==> src/mrdr_pkg.sv <==
package mrdr_pkg;
    // Register indices; byte address is four times the index
    localparam logic [4:0] IDX_PROFILE0 = 5'h0c;
    localparam logic [4:0] IDX_PROFILE1 = 5'h0d;
    localparam logic [4:0] IDX_DUTY_LOW = 5'h0e;
    localparam logic [4:0] IDX_AMP_RAMP = 5'h0f;
    localparam logic [4:0] IDX_FRQ_RAMP = 5'h10;
    localparam logic [4:0] IDX_DIV_CMP = 5'h11;
    localparam logic [4:0] IDX_TX_CTRL = 5'h18;
    localparam logic [4:0] IDX_TX_STATUS = 5'h19;
    // Reset values
    localparam logic [7:0] RST_REG8 = 8'h00;
    // Profile register fields
    localparam int PRF_TYPE_BIT = 7;
    localparam int PRF_RANGE_BIT = 6;
    localparam int PRF_CODE_MSB = 5;
    // Duty and low-level register fields
    localparam int DUTY_MSB = 7;
    localparam int DUTY_LSB = 6;
    localparam int LOW_MSB = 5;
    // Transmit control fields
    localparam int CTRL_SEL_BIT = 0;
    localparam int CTRL_RUN_BIT = 1;
    // Modulation type encodings
    localparam logic TYPE_FSK = 1'b0;
    localparam logic TYPE_ASK = 1'b1;
    // Bus responses
    localparam logic [1:0] RESP_OKAY = 2'b00;
    localparam logic [1:0] RESP_SLVERR = 2'b10;
    // Modulator states, one-hot
    typedef enum logic [1:0] {
        MRDR_IDLE = 2'b01,
        MRDR_RUN = 2'b10
    } mrdr_state_type;
endpackage : mrdr_pkg

==> src/mrdr_regs.sv <==
// The AXI4-Lite slave port is this design's own decision.
`timescale 1ns/100ps
// Behaviour
// (RL1) Profile bit 7: 0 FSK, 1 ASK
// (RL2) Select bit 1 uses second profile
// (RL3) Select bit 0 uses first profile
// (RL4) Profile bit 6 picks PA power range
// (RL5) ASK: high code sets data-high level
// (RL6) FSK: high code sets constant power
// (RL7) Power code monotonic, 1 min, 63 max
// (RL8) Duty bits 7:6 drive PA duty
// (RL9) Low-level code ignored under FSK
// (RL10) ASK ramp step lasts ramp-constant cycles
// (RL11) FSK transition spans divider*2*deviation steps
// (RL12) Divider divides by compare plus one
// (RL13) Host programs registers before transmitting
module mrdr_regs #(
    parameter int CODE_W = 6,
    parameter int POS_W = 10
) (
    input wire logic aclk,
    input wire logic aresetn,
    // AXI4-Lite slave
    input wire logic [7:0] s_axi_awaddr,
    input wire logic s_axi_awvalid,
    output logic s_axi_awready,
    input wire logic [31:0] s_axi_wdata,
    input wire logic [3:0] s_axi_wstrb,
    input wire logic s_axi_wvalid,
    output logic s_axi_wready,
    output logic [1:0] s_axi_bresp,
    output logic s_axi_bvalid,
    input wire logic s_axi_bready,
    input wire logic [7:0] s_axi_araddr,
    input wire logic s_axi_arvalid,
    output logic s_axi_arready,
    output logic [31:0] s_axi_rdata,
    output logic [1:0] s_axi_rresp,
    output logic s_axi_rvalid,
    input wire logic s_axi_rready,
    // Transmit data pin, asynchronous
    input wire logic tx_data,
    // Output divider: 0 gives 1, 1 gives 2
    input wire logic output_divider_value,
    // FSK deviation code
    input wire logic [7:0] deviation_code,
    // Modulator and PA controls
    output logic pa_enable,
    output logic profile_modulation_type,
    output logic profile_power_range,
    output logic [CODE_W-1:0] pa_level,
    output logic [1:0] pa_drive_duty,
    output logic [POS_W-1:0] fsk_position,
    output logic bitrate_tick
);
    // Whole state of the block except the divider count
    // Bus, register and modulator state live in one struct, registered once
    typedef struct packed {
        // Bus channel state
        logic awready;
        logic wready;
        logic aw_held; // Write address captured
        logic [4:0] aw_idx;
        logic w_held; // Write data captured
        logic [7:0] w_data;
        logic w_stb;
        logic bvalid;
        logic [1:0] bresp;
        logic arready;
        logic rvalid;
        logic [31:0] rdata;
        logic [1:0] rresp;
        // Configuration registers
        logic [7:0] prof0;
        logic [7:0] prof1;
        logic [7:0] duty_low;
        logic [7:0] amp_ramp;
        logic [7:0] frq_ramp;
        logic [7:0] div_cmp;
        logic [1:0] ctrl;
        // Data pin synchroniser
        logic sync1; // First synchroniser stage
        logic sync2;
        // Modulator sequencing state
        mrdr_pkg::mrdr_state_type mstate;
        // Copies latched at transmission start
        logic [7:0] act_prof; // Profile latched at start
        logic [7:0] act_duty;
        logic [7:0] act_aramp;
        logic [7:0] act_framp;
        // Ramp counters and outputs
        logic [POS_W-1:0] span;
        logic [7:0] acnt;
        logic [7:0] fcnt;
        logic [CODE_W-1:0] level;
        logic [POS_W-1:0] fpos;
        logic pa_on;
    } mrdr_regs_type;

    mrdr_regs_type s_r;
    mrdr_regs_type s_nxt;
    logic div_tick;

    // Bitrate / clock-output divider
    // Runs free from reset; a new compare value acts at once on the running count,
    // so the period in progress at a change may end early or run to the new compare
    // The tick is a one-cycle enable, never a derived clock
    mrdr_divider #(
        .WIDTH(8)
    ) u_divider (
        .aclk(aclk),
        .aresetn(aresetn),
        .compare(s_r.div_cmp),
        .tick(div_tick)
    );

    // Is an index a mapped register
    // Shared by the read and write paths so both agree on the error response
    function automatic logic is_mapped(input logic [4:0] idx);
        is_mapped = (idx >= mrdr_pkg::IDX_PROFILE0 && idx <= mrdr_pkg::IDX_DIV_CMP)
            || idx == mrdr_pkg::IDX_TX_CTRL || idx == mrdr_pkg::IDX_TX_STATUS;
    endfunction : is_mapped

    // Read mux; unmapped reads return zero
    // Status fields are sampled from live state when the address is
    // taken, so a read during a ramp returns a snapshot only
    function automatic logic [31:0] read_word(input mrdr_regs_type s, input logic [4:0] idx);
        read_word = '0;
        unique case (idx)
            mrdr_pkg::IDX_PROFILE0: read_word[7:0] = s.prof0;
            mrdr_pkg::IDX_PROFILE1: read_word[7:0] = s.prof1;
            mrdr_pkg::IDX_DUTY_LOW: read_word[7:0] = s.duty_low;
            mrdr_pkg::IDX_AMP_RAMP: read_word[7:0] = s.amp_ramp;
            mrdr_pkg::IDX_FRQ_RAMP: read_word[7:0] = s.frq_ramp;
            mrdr_pkg::IDX_DIV_CMP: read_word[7:0] = s.div_cmp;
            mrdr_pkg::IDX_TX_CTRL: read_word[1:0] = s.ctrl;
            mrdr_pkg::IDX_TX_STATUS: begin
                // Live state: running, level, FSK position
                read_word[0] = s.mstate == mrdr_pkg::MRDR_RUN;
                read_word[13:8] = s.level;
                read_word[25:16] = s.fpos;
            end
            default: read_word = '0;
        endcase
    endfunction : read_word

    // Step value one unit toward target each time the period elapses
    // The packed result carries the new value above the new period count
    // Counter restarts on every step, so each step lasts the full period
    // A zero period is taken as no ramp at all: value jumps to target
    // Counter is cleared while parked so a new target starts a full period
    function automatic logic [POS_W+7:0] ramp_step(input logic [POS_W-1:0] cur,
        input logic [POS_W-1:0] tgt, input logic [7:0] cnt, input logic [7:0] per);
        logic [POS_W-1:0] nv;
        logic [7:0] nc;
        nv = cur;
        nc = '0;
        if (cur == tgt) begin
            nc = '0;
        end else if (per == 8'h00) begin
            nv = tgt; // Zero constant: hard switch
        end else if (cnt + 8'h01 >= per) begin
            nv = (tgt > cur) ? cur + 1'b1 : cur - 1'b1;
        end else begin
            nc = cnt + 8'h01;
        end
        ramp_step = {nv, nc};
    endfunction : ramp_step

    // Next-state logic
    // Every field defaults to its current value; branches below override
    always_comb begin
        logic [POS_W+7:0] stp;
        logic [CODE_W-1:0] tgt_lvl;
        logic [POS_W-1:0] tgt_pos;
        logic wr_fire;
        logic [4:0] ridx;
        stp = '0;
        tgt_lvl = '0;
        tgt_pos = '0;
        wr_fire = 1'b0;
        ridx = '0;
        s_nxt = s_r;

        // Synchronise the data pin
        // The pin is asynchronous; two flops guard against metastability
        s_nxt.sync1 = tx_data;
        s_nxt.sync2 = s_r.sync1;

        // Write address and data are taken independently; each ready stays
        // low until the response handshake, so one write is in flight at most
        // Write address channel
        if (s_axi_awvalid && s_r.awready) begin
            s_nxt.aw_held = 1'b1;
            s_nxt.aw_idx = s_axi_awaddr[6:2];
            s_nxt.awready = 1'b0;
        end
        // Write data channel
        if (s_axi_wvalid && s_r.wready) begin
            s_nxt.w_held = 1'b1;
            s_nxt.w_data = s_axi_wdata[7:0];
            s_nxt.w_stb = s_axi_wstrb[0];
            s_nxt.wready = 1'b0;
        end
        // Perform write once both halves are held
        // Unmapped index answers with an error and leaves all registers alone;
        // a cleared byte strobe still answers okay but writes nothing
        if (s_r.aw_held && s_r.w_held && !s_r.bvalid) begin
            wr_fire = s_r.w_stb && is_mapped(s_r.aw_idx);
            s_nxt.bvalid = 1'b1;
            s_nxt.bresp = is_mapped(s_r.aw_idx) ? mrdr_pkg::RESP_OKAY : mrdr_pkg::RESP_SLVERR;
            s_nxt.aw_held = 1'b0;
            s_nxt.w_held = 1'b0;
        end
        if (wr_fire) begin
            unique case (s_r.aw_idx)
                mrdr_pkg::IDX_PROFILE0: s_nxt.prof0 = s_r.w_data;
                mrdr_pkg::IDX_PROFILE1: s_nxt.prof1 = s_r.w_data;
                mrdr_pkg::IDX_DUTY_LOW: s_nxt.duty_low = s_r.w_data;
                mrdr_pkg::IDX_AMP_RAMP: s_nxt.amp_ramp = s_r.w_data;
                mrdr_pkg::IDX_FRQ_RAMP: s_nxt.frq_ramp = s_r.w_data;
                mrdr_pkg::IDX_DIV_CMP: s_nxt.div_cmp = s_r.w_data; // RL12
                mrdr_pkg::IDX_TX_CTRL: s_nxt.ctrl = s_r.w_data[1:0];
                default: s_nxt.ctrl = s_r.ctrl; // Status is read-only
            endcase
        end
        // Response handshake reopens both channels
        // No new take can overlap, since both readies are low until here
        if (s_r.bvalid && s_axi_bready) begin
            s_nxt.bvalid = 1'b0;
            s_nxt.awready = 1'b1;
            s_nxt.wready = 1'b1;
        end

        // Read channel
        // Read data is registered with the response, so it cannot change
        // while the master holds off rready
        if (s_axi_arvalid && s_r.arready) begin
            ridx = s_axi_araddr[6:2];
            s_nxt.arready = 1'b0;
            s_nxt.rvalid = 1'b1;
            s_nxt.rdata = read_word(s_r, ridx);
            s_nxt.rresp = is_mapped(ridx) ? mrdr_pkg::RESP_OKAY : mrdr_pkg::RESP_SLVERR;
        end
        if (s_r.rvalid && s_axi_rready) begin
            s_nxt.rvalid = 1'b0;
            s_nxt.arready = 1'b1;
        end

        // Modulator sequencing
        // Starting needs one idle cycle, so run must be cleared before a
        // restart picks up new settings
        unique case (s_r.mstate)
            // Idle: PA off, ramps parked at zero, waiting for the run bit
            mrdr_pkg::MRDR_IDLE: begin
                s_nxt.pa_on = 1'b0;
                s_nxt.level = '0;
                s_nxt.fpos = '0;
                s_nxt.acnt = '0;
                s_nxt.fcnt = '0;
                if (s_r.ctrl[mrdr_pkg::CTRL_RUN_BIT]) begin
                    // Settings latched at start of transmission
                    // Span is computed once here to keep the ramp path short
                    s_nxt.act_prof = s_r.ctrl[mrdr_pkg::CTRL_SEL_BIT]
                        ? s_r.prof1 // RL2
                        : s_r.prof0; // RL3
                    s_nxt.act_duty = s_r.duty_low; // RL13
                    s_nxt.act_aramp = s_r.amp_ramp;
                    s_nxt.act_framp = s_r.frq_ramp;
                    // Span = divider * 2 * deviation
                    s_nxt.span = POS_W'({1'b0, deviation_code, 1'b0})
                        << output_divider_value; // RL11
                    s_nxt.mstate = mrdr_pkg::MRDR_RUN;
                end
            end
            // Run: settings frozen at start; profile, duty and ramp register writes now only
            // prepare the next transmission
            // Data pin is read through the synchroniser only, never raw
            mrdr_pkg::MRDR_RUN: begin
                s_nxt.pa_on = 1'b1;
                if (s_r.act_prof[mrdr_pkg::PRF_TYPE_BIT] == mrdr_pkg::TYPE_ASK) begin // RL1
                    // High code for data high, low code for data low
                    // Level is ramped in both directions at the same step period
                    tgt_lvl = s_r.sync2 ? s_r.act_prof[mrdr_pkg::PRF_CODE_MSB:0] // RL5
                        : s_r.act_duty[mrdr_pkg::LOW_MSB:0];
                    stp = ramp_step(POS_W'(s_r.level), POS_W'(tgt_lvl), s_r.acnt,
                        s_r.act_aramp); // RL10
                    s_nxt.level = stp[CODE_W+7:8];
                    s_nxt.acnt = stp[7:0];
                    s_nxt.fpos = '0;
                end else begin
                    // Constant power, low code unused
                    // Frequency position ramps between zero and the latched span
                    s_nxt.level = s_r.act_prof[mrdr_pkg::PRF_CODE_MSB:0]; // RL6 RL9
                    tgt_pos = s_r.sync2 ? s_r.span : '0;
                    stp = ramp_step(s_r.fpos, tgt_pos, s_r.fcnt, s_r.act_framp); // RL11
                    s_nxt.fpos = stp[POS_W+7:8];
                    s_nxt.fcnt = stp[7:0];
                end
                if (!s_r.ctrl[mrdr_pkg::CTRL_RUN_BIT]) begin
                    s_nxt.mstate = mrdr_pkg::MRDR_IDLE;
                end
            end
        endcase
    end

    // State register
    // Reset is synchronous; the bus channels come out of reset ready so the
    // first request may be offered at the first edge after release
    always_ff @(posedge aclk) begin
        if (!aresetn) begin
            s_r <= '0;
            s_r.awready <= 1'b1;
            s_r.wready <= 1'b1;
            s_r.arready <= 1'b1;
            // Configuration registers return to their reset value
            s_r.prof0 <= mrdr_pkg::RST_REG8;
            s_r.prof1 <= mrdr_pkg::RST_REG8;
            s_r.duty_low <= mrdr_pkg::RST_REG8;
            s_r.amp_ramp <= mrdr_pkg::RST_REG8;
            s_r.frq_ramp <= mrdr_pkg::RST_REG8;
            s_r.div_cmp <= mrdr_pkg::RST_REG8;
            s_r.mstate <= mrdr_pkg::MRDR_IDLE;
        end else begin
            s_r <= s_nxt;
        end
    end

    // Outputs straight from state flip-flops
    // Profile fields come from the copy latched at start, not from the
    // registers, so the PA never sees a half-written setting mid-run
    // Bus handshake outputs
    assign s_axi_awready = s_r.awready;
    assign s_axi_wready = s_r.wready;
    assign s_axi_bvalid = s_r.bvalid;
    assign s_axi_bresp = s_r.bresp;
    assign s_axi_arready = s_r.arready;
    assign s_axi_rvalid = s_r.rvalid;
    assign s_axi_rdata = s_r.rdata;
    assign s_axi_rresp = s_r.rresp;
    // Modulator outputs
    assign pa_enable = s_r.pa_on;
    assign profile_modulation_type = s_r.act_prof[mrdr_pkg::PRF_TYPE_BIT]; // RL1
    assign profile_power_range = s_r.act_prof[mrdr_pkg::PRF_RANGE_BIT]; // RL4
    assign pa_level = s_r.level; // RL7
    assign pa_drive_duty = s_r.act_duty[mrdr_pkg::DUTY_MSB:mrdr_pkg::DUTY_LSB]; // RL8
    assign fsk_position = s_r.fpos;
    assign bitrate_tick = div_tick;
endmodule : mrdr_regs

==> src/mrdr_divider.sv <==
`timescale 1ns/100ps
// Divides aclk by compare value plus one into a one-cycle tick
module mrdr_divider #(
    parameter int WIDTH = 8
) (
    input wire logic aclk,
    input wire logic aresetn,
    input wire logic [WIDTH-1:0] compare,
    output logic tick
);
    // Divider state
    typedef struct packed {
        logic [WIDTH-1:0] cnt;
        logic tick;
    } mrdr_div_type;

    mrdr_div_type s_r;
    mrdr_div_type s_nxt;

    // Count 0..compare, tick on wrap (RL12)
    always_comb begin
        s_nxt = s_r;
        if (s_r.cnt >= compare) begin
            s_nxt.cnt = '0; // RL12
            s_nxt.tick = 1'b1;
        end else begin
            s_nxt.cnt = s_r.cnt + 1'b1;
            s_nxt.tick = 1'b0;
        end
    end

    // State register
    always_ff @(posedge aclk) begin
        if (!aresetn) begin
            s_r <= '0;
        end else begin
            s_r <= s_nxt;
        end
    end

    assign tick = s_r.tick;
endmodule : mrdr_divider

==> config.mk <==
export PLATFORM = sky130hd
export DESIGN_NAME = mrdr_regs
export DESIGN_NICKNAME = d
export VERILOG_FILES = /design/src/mrdr_pkg.sv /design/src/mrdr_regs.sv /design/src/mrdr_divider.sv
export SDC_FILE = /design/constraint.sdc
export NUM_CORES = 1
export LEC_CHECK = 0
export ABC_AREA = 1
export BUFFER_PORTS_ARGS = -buffer_cell sky130_fd_sc_hd__buf_2
export CAP_MARGIN = 40
export CORE_ASPECT_RATIO = 1.4
export CORE_UTILIZATION = 58
export CTS_CLUSTER_DIAMETER = 120
export CTS_CLUSTER_SIZE = 14
export DETAILED_ROUTE_END_ITERATION = 10
export MAX_ROUTING_LAYER = met4
export PLACE_DENSITY = 0.89
export SYNTH_ARGS = -nofsm -noshare
export SYNTH_HDL_FRONTEND = slang
export SYNTH_SLANG_ARGS = --single-unit
==> constraint.sdc <==
create_clock -name aclk -period 3.45 [get_ports aclk]
set_input_delay 0.345 -clock aclk [delete_from_list [all_inputs] [get_ports aclk]]
set_output_delay 0.345 -clock aclk [all_outputs]
set_load 0.02 [all_outputs]
**After elaboration in Yosys (flattened, before gate mapping)**

Index checks and enable logic that the tools add are counted.

- Output and inout bits: 63
- Memories: 0
- Memory bits (writable): 0
- Bits in latches: 0
- Input port bits: 69
- Bits in read-only memories: 0
- Logic and storage cells: 146
- Register bits: 187

- $lt $le $gt $ge: 9
- Reduce and logical (&&, ||, !) cells: 32
- Shifts and indexed selects: 1
- Bitwise operators: 1
- $add $sub $neg: 7
- Equal/unequal tests: 28
- Divide/modulo/power cells: 0
- Multipliers: 0
- Muxes and demuxes: 33

Operators by type and width:

| cell | number |
|---|---|
| 2-to-1 mux 8 bit | 9 |
| one-hot mux 33 bit (2 select lines) | 1 |
| 2-to-1 mux 10 bit | 6 |
| 2-to-1 mux 44 bit | 1 |
| equality test 5 x 4 -> 1 bit (second input constant) | 8 |
| equality test 5 bit (second input constant) | 8 |
| 2-to-1 mux 6 bit | 6 |
| one-hot mux 6 bit (6 select lines) | 1 |
| adder 8 x 1 -> 8 bit (second input constant) | 3 |
| >= comparator 8 bit | 3 |
| AND reduction 2 bit | 11 |
| zero test 8 bit | 2 |
| 2-to-1 mux 16 bit | 1 |
| adder 10 x 1 -> 10 bit (second input constant) | 1 |
| equality test 10 bit | 1 |
| >= comparator 5 x 4 -> 1 bit (second input constant) | 2 |
| greater-than comparator 10 bit | 1 |
| <= comparator 5 bit (second input constant) | 2 |
| logical AND 1 bit | 10 |
| left shift 9 x 1 -> 10 bit | 1 |
| subtractor 10 x 1 -> 10 bit (second input constant) | 1 |
| inequality test 2 bit (second input constant) | 4 |
| inequality test 4 x 2 -> 1 bit (second input constant) | 2 |
| one-hot mux 1 bit (8 select lines) | 1 |
| 15 further kinds | 25 |

**Depth between registers and ports, before layout**

- Depth after elaboration: 8
- Mapped depth: 23

**Cells and area by module**

Synthesis repeated with hierarchy kept, for this count alone.

- Cells, all modules: 1294
- Area total of the unflattened synthesis: 9609.2 µm²

Modules (own cells, without submodules):

| module | cells each | times used | area an instance (µm²) | seq. area each (µm²) |
|---|---|---|---|---|
| mrdr_regs | 1218 | 1 | 9034.9 | 3503.4 |
| mrdr_divider | 76 | 1 | 574.3 | 180.2 |

**Worst setup path before layout**

OpenSTA, ideal clock, no wires.

- Path type: register to register
- Start: register s_r[77] (netlist name)
- End: register s_r, in the netlist fsk_position[6]
- Data arrival time: 2.672 ns
- Path buffers: 1
- Stages on the path, launching flop included: 18
- Library setup time: 0.122 ns
- Data required time: 3.328 ns
- Slack: 0.656 ns
- Path through: dfxtp_1 -> clkbuf_1 -> nand2_1 -> inv_1 -> ha_1 -> nand2_1 -> nor2_1 -> nand3_1 -> nand3_1 -> nand2_1 -> ha_1 -> a21oi_1 -> nand2_1 -> a21oi_1 -> xor2_1 -> nand2_1 -> o211ai_1 -> a21oi_1

- Word-level cells in the longest chain between the ends: 8

Ends and longest elaborated chain:

| what | line | text |
|---|---|---|
| start: declaration | mrdr_regs.sv:100 | `mrdr_regs_type s_r;` |
| start signal: assignment | mrdr_regs.sv:325 | `s_r <= s_nxt;` |
| 2-to-1 mux 10 bit (*) | mrdr_regs.sv:295 | `tgt_pos = s_r.sync2 ? s_r.span : '0;` |
| greater-than comparator 10 bit | mrdr_regs.sv:163 | `nv = (tgt > cur) ? cur + 1'b1 : cur - 1'b1;` |
| 2-to-1 mux 10 bit | mrdr_regs.sv:163 |  |
| 2-to-1 mux 10 bit | mrdr_regs.sv:162 | `end else if (cnt + 8'h01 >= per) begin` |
| 2-to-1 mux 10 bit | mrdr_regs.sv:160 | `end else if (per == 8'h00) begin` |
| 2-to-1 mux 10 bit | mrdr_regs.sv:158 | `if (cur == tgt) begin` |
| 2-to-1 mux 16 bit | mrdr_regs.sv:281 | `if (s_r.act_prof[mrdr_pkg::PRF_TYPE_BIT] == mrdr_pkg::TYPE_ASK) begin` |
| one-hot mux 33 bit (2 select lines) | mrdr_regs.sv:253 | `unique case (s_r.mstate)` |

Every way passes the cells marked *; elsewhere a longest branch is shown, timed or not. The select of a mux whose other input is x is not followed.
A chain may end at the register's enable or synchronous reset.

**Worst setup path after layout**

- Start: register s_r[77] (netlist name)
- End: register s_r, in the netlist pa_level[4]

- Word-level cells in the longest chain between the ends: 8

Ends and longest elaborated chain:

| what | line | text |
|---|---|---|
| 2-to-1 mux 6 bit (*) | mrdr_regs.sv:284 | `tgt_lvl = s_r.sync2 ? s_r.act_prof[mrdr_pkg::PRF_CODE_MSB:0]` |
| greater-than comparator 6 bit | mrdr_regs.sv:163 |  |
| 2-to-1 mux 6 bit | mrdr_regs.sv:163 |  |
| 2-to-1 mux 6 bit | mrdr_regs.sv:162 |  |
| 2-to-1 mux 6 bit | mrdr_regs.sv:160 |  |
| 2-to-1 mux 6 bit | mrdr_regs.sv:158 |  |
| 2-to-1 mux 16 bit | mrdr_regs.sv:281 |  |
| one-hot mux 33 bit (2 select lines) | mrdr_regs.sv:253 |  |

Marked as above.

==> flow_summary_export.csv <==
group,metric,value,unit
die,fp.dieW,112,um
place,place_hpwl,17300,um
die,rows,55,
clock_tree,clk_pin_slew,70,ps
finish,fillers,1403,
setup_path,worstSetupEndpointType,"flip-flop",
grt,grtUsageMet2,48.7,%
synthesis,synth-compound-area-share,18.4,%
setup_path,cp_slowest_cell,"dfxtp_4",
setup_path,cp_max_fo,17,
clock_tree,cts_root_buf,"clkbuf_16",
finish,multi_input_area,4900,um2
synthesis,synth_mux_area_share,0,%
synthesis,synth-simple-area-share,22.1,%
route,wl_per_cell,14.7,um
sta,slew_headroom,47.4,%
clock_tree,cts_setup_buffers,0,
sta,timing.fmax,312,MHz
grt,grt_start_max_net_pins,57,
route,drt_first_pass_iters,11,
setup_path,cp_num_cells,20,
power_and_ir_drop,ir_drop,259,uV
sta,min_period,3210,ps
route,routed_wl,23400,um
setup_path,critical-path-top-delay-family,"simple AND/OR/NAND/NOR gates",
synthesis,synth_top_family_by_area,"simple AND/OR/NAND/NOR gates",
setup_path,crit_buf_inv,2,
power_and_ir_drop,leakage,4.68,nW
die,core,16400,um2
synthesis,syn_avg_cell_area,7.23,um2
sta,rsz0062_at_grt,"no",
finish,nets,1510,
grt,global_route.usage.met3,4.23,%
grt,grt_first_pass_wirelength,38100,um
sta,skew,9.13,ps
place,routabilityCongestion,0.959,
route,drc_errors,11,
route,ant_nets,0,
synthesis,synth-xor-area-share,1.52,%
grt,top_usage_layer,"met2",
route,num_vias,9002,
synthesis,synth_cells,1356,
power_and_ir_drop,p_per_area,411,nW/um2
finish,n_antenna_cell,0,
hold_path,hold_class,"primary input to flip-flop",
die,die_area,17400,um2
sta,finalSetupViolations,0,
grt,grt_overflow,0,
grt,grtUsageTotal,28.1,%
setup_path,crit_arrival,3520,ps
finish,final_layout_size_suffix_gt1_share,11.7,%
die,top_level_ports,132,
synthesis,ys_ff_latch,184,
place,port_buffers,88,
sta,finalCritPeriodShare,93.0,%
hold_path,hold_depth,3,
clock_tree,cts_tree,"built",
sta,hold_violations,0,
synthesis,synthAdderAreaFrac,7.43,%
outcome,outcome,"finished with violations",
clock_tree,cts_hold_buffers,0,
synthesis,synth_edf_count,0,
setup_path,startpoint_type,"flip-flop",
sta,fin_setup_tns,0,ps
outcome,violations,"design-rule violations",
route,via_per_inst,5.64,
setup_path,reg2regPathDepth,20,
synthesis,synth_cell_type_count,47,
synthesis,ys_async_sr_fraction,0,%
finish,design_area,10600,um2
job,cap_violations,0,
route,drtIter0Drc,753,
clock_tree,clkLatencyLatePin,440,ps
setup_path,max_stage_delay,410,ps
synthesis,ys_seq_area_share,37.6,%
place,placed_area,10000,um2
synthesis,netlist_area,9810,um2
grt,grt.met1_usage,30.3,%
die,start_util,59.9,%
clock_tree,clk_path_buf_depth,2,
setup_path,crit_required,3760,ps
synthesis,synth_flop_cell,"dfxtp_1",
clock_tree,cts-buffers-inserted,17,
finish,final_util,64.7,%
finish,seqCellArea,3690,um2
clock_tree,cts_htree_levels,4,
setup_path,r2r_slack,240,ps
grt,grt_pass1_vias,8239,
sta,worst_pin_slew,788,ps
sta,final_max_slew_viol_count,0,
grt,antenna_found_initial,0,
finish,area_growth,8.01,%
setup_path,crit_chain,"buf_4 -> nand2_1 -> o21ai_0 -> ha_1 -> nand2_1 -> nor2_1 -> nand3_1 -> nand2_2 -> inv_1 -> fa_1 -> nor2_1 -> nor2_1 -> nor2_1 -> nor2_1 -> nand2_1 -> nand3_1 -> nand2_1 -> o21ai_0 -> nand2_1 -> a21oi_1",
sta,worst_hold_slack,83.3,ps
die,die_y,156,um
clock_tree,clock_sinks,184,
synthesis,ys_warn_count,0,
setup_path,path_class,"flip-flop to flip-flop",
[registers in the layout (all words and copies together) (netlist names), 2 cells and up]
name	flops
fsk_position	10
pa_drive_duty	2
pa_level	6
s_axi_rdata	24
s_r	122
u_divider.s_r	8
[cells by family after synthesis]
| logic type | Yosys count |
|---|---|
| xor+xnor | 17 |
| simple gates | 498 |
| compound gates | 323 |
| fa+ha+maj | 57 |
| buf+inv | 276 |
| other cells | 1 |
| flops | 184 |
[per-layer routing]
metal,wire length [um],vias to the layer above
met3,1300,95
met4,1270,0
met1,9460,4062
li1,-,4497
met2,11400,348
met5,0,-
[per-stage QoR]
stage               worst slack (ps)  instances  power [mW]
floorplan                        656       1365        2.48
CTS                              179       1595        4.36
finish                           241       1595        4.35
global route                    16.6       1595        4.48
global placement                 198       1564        2.54
detailed placement              79.5       1564        2.54
[repair_timing]
action	CTS	global route
gates resized for setup	1	4
pin swaps	0	0
endpoints found under the setup margin	1	5
[power by group]
group | switching [mW] | total [mW] | internal (mW) | leakage [nW]
logic | 0.204 | 0.288 | 0.0834 | 2.91
registers | 0.0452 | 2.21 | 2.17 | 1.49
clock network | 0.824 | 1.85 | 1.03 | 0.272
total | 1.07 | 4.35 | 3.28 | 4.68
[placed cells by master, fill, tap and decap left out, types with 15 or more instances in the layout]
cell type	Yosys	layout
inv_1	162	162
nand2_1	243	241
nor2_1	121	120
nand4_1	26	26
nand3_1	74	73
buf_4	54	15
o21ai_0	108	108
ha_1	55	55
buf_2	3	88
clkbuf_16	0	17
a211oi_1	28	28
a21oi_1	150	150
dfxtp_1	184	183
[worst register-to-register path, stage by stage (launching register included)]
cell and delay, ps:
dfxtp_4 410, buf_4 170, nand2_1 60, o21ai_0 120, ha_1 360, nand2_1 70, nor2_1 120, nand3_1 200
nand2_2 210, inv_1 70, fa_1 390, nor2_1 170, nor2_1 60, nor2_1 160, nor2_1 60, nand2_1 60
nand3_1 80, nand2_1 90, o21ai_0 80, nand2_1 70, a21oi_1 70
[synth_stat cells, types with 2 or more instances]
cell       instances  share of area (%)
a31oi_1            2               0.13
buf_2              3               0.15
xor2_1            12                1.1
a211oi_1          28                2.1
fa_1               2               0.41
o21bai_1           3               0.23
a221oi_1           5               0.45
o21a_1             4               0.31
nor2_1           121                4.6
nand3b_1           8               0.61
buf_4             54                4.1
or2_2              3               0.19
nor2_2             4               0.26
o2111ai_1          2               0.18
clkbuf_1          41                1.6
nor3_1             6               0.31
nor2_4             2               0.23
a22oi_1            3               0.23
a32o_1             5               0.51
a21oi_1          150                7.7
inv_2              9               0.34
dfxtp_1          184                 38
nand2_2            3               0.19
clkinv_1           2              0.077
nand3_2            2               0.20
nor2_8             2               0.41
o211ai_1           7               0.54
buf_6              4               0.46
xnor2_1            5               0.45
nand2_1          243                9.3
inv_1            162                6.2
nand3_1           74                3.8
nand4_1           26                1.7
ha_1              55                7.0
o21ai_0          108                5.5
[cell type report]
| cell class | count | share of cell area (%) |
|---|---|---|
| tap | 199 | 2.35 |
| multi-input combinational | 905 | 46.2 |
| inverter | 173 | 6.13 |
| timing repair buffer | 103 | 5.22 |
| clock inverter | 11 | 0.945 |
| sequential | 184 | 34.8 |
| clock buffer | 20 | 4.31 |
[final timing paths]
kind,start,end
hold reg to reg,s_r[35],s_r[35]
setup reg to reg,s_r[77],pa_level[4]
setup / recovery,s_r[77],pa_level[4]
hold / removal,tx_data,s_nxt[77]
(Power assumes the default switching activity.)
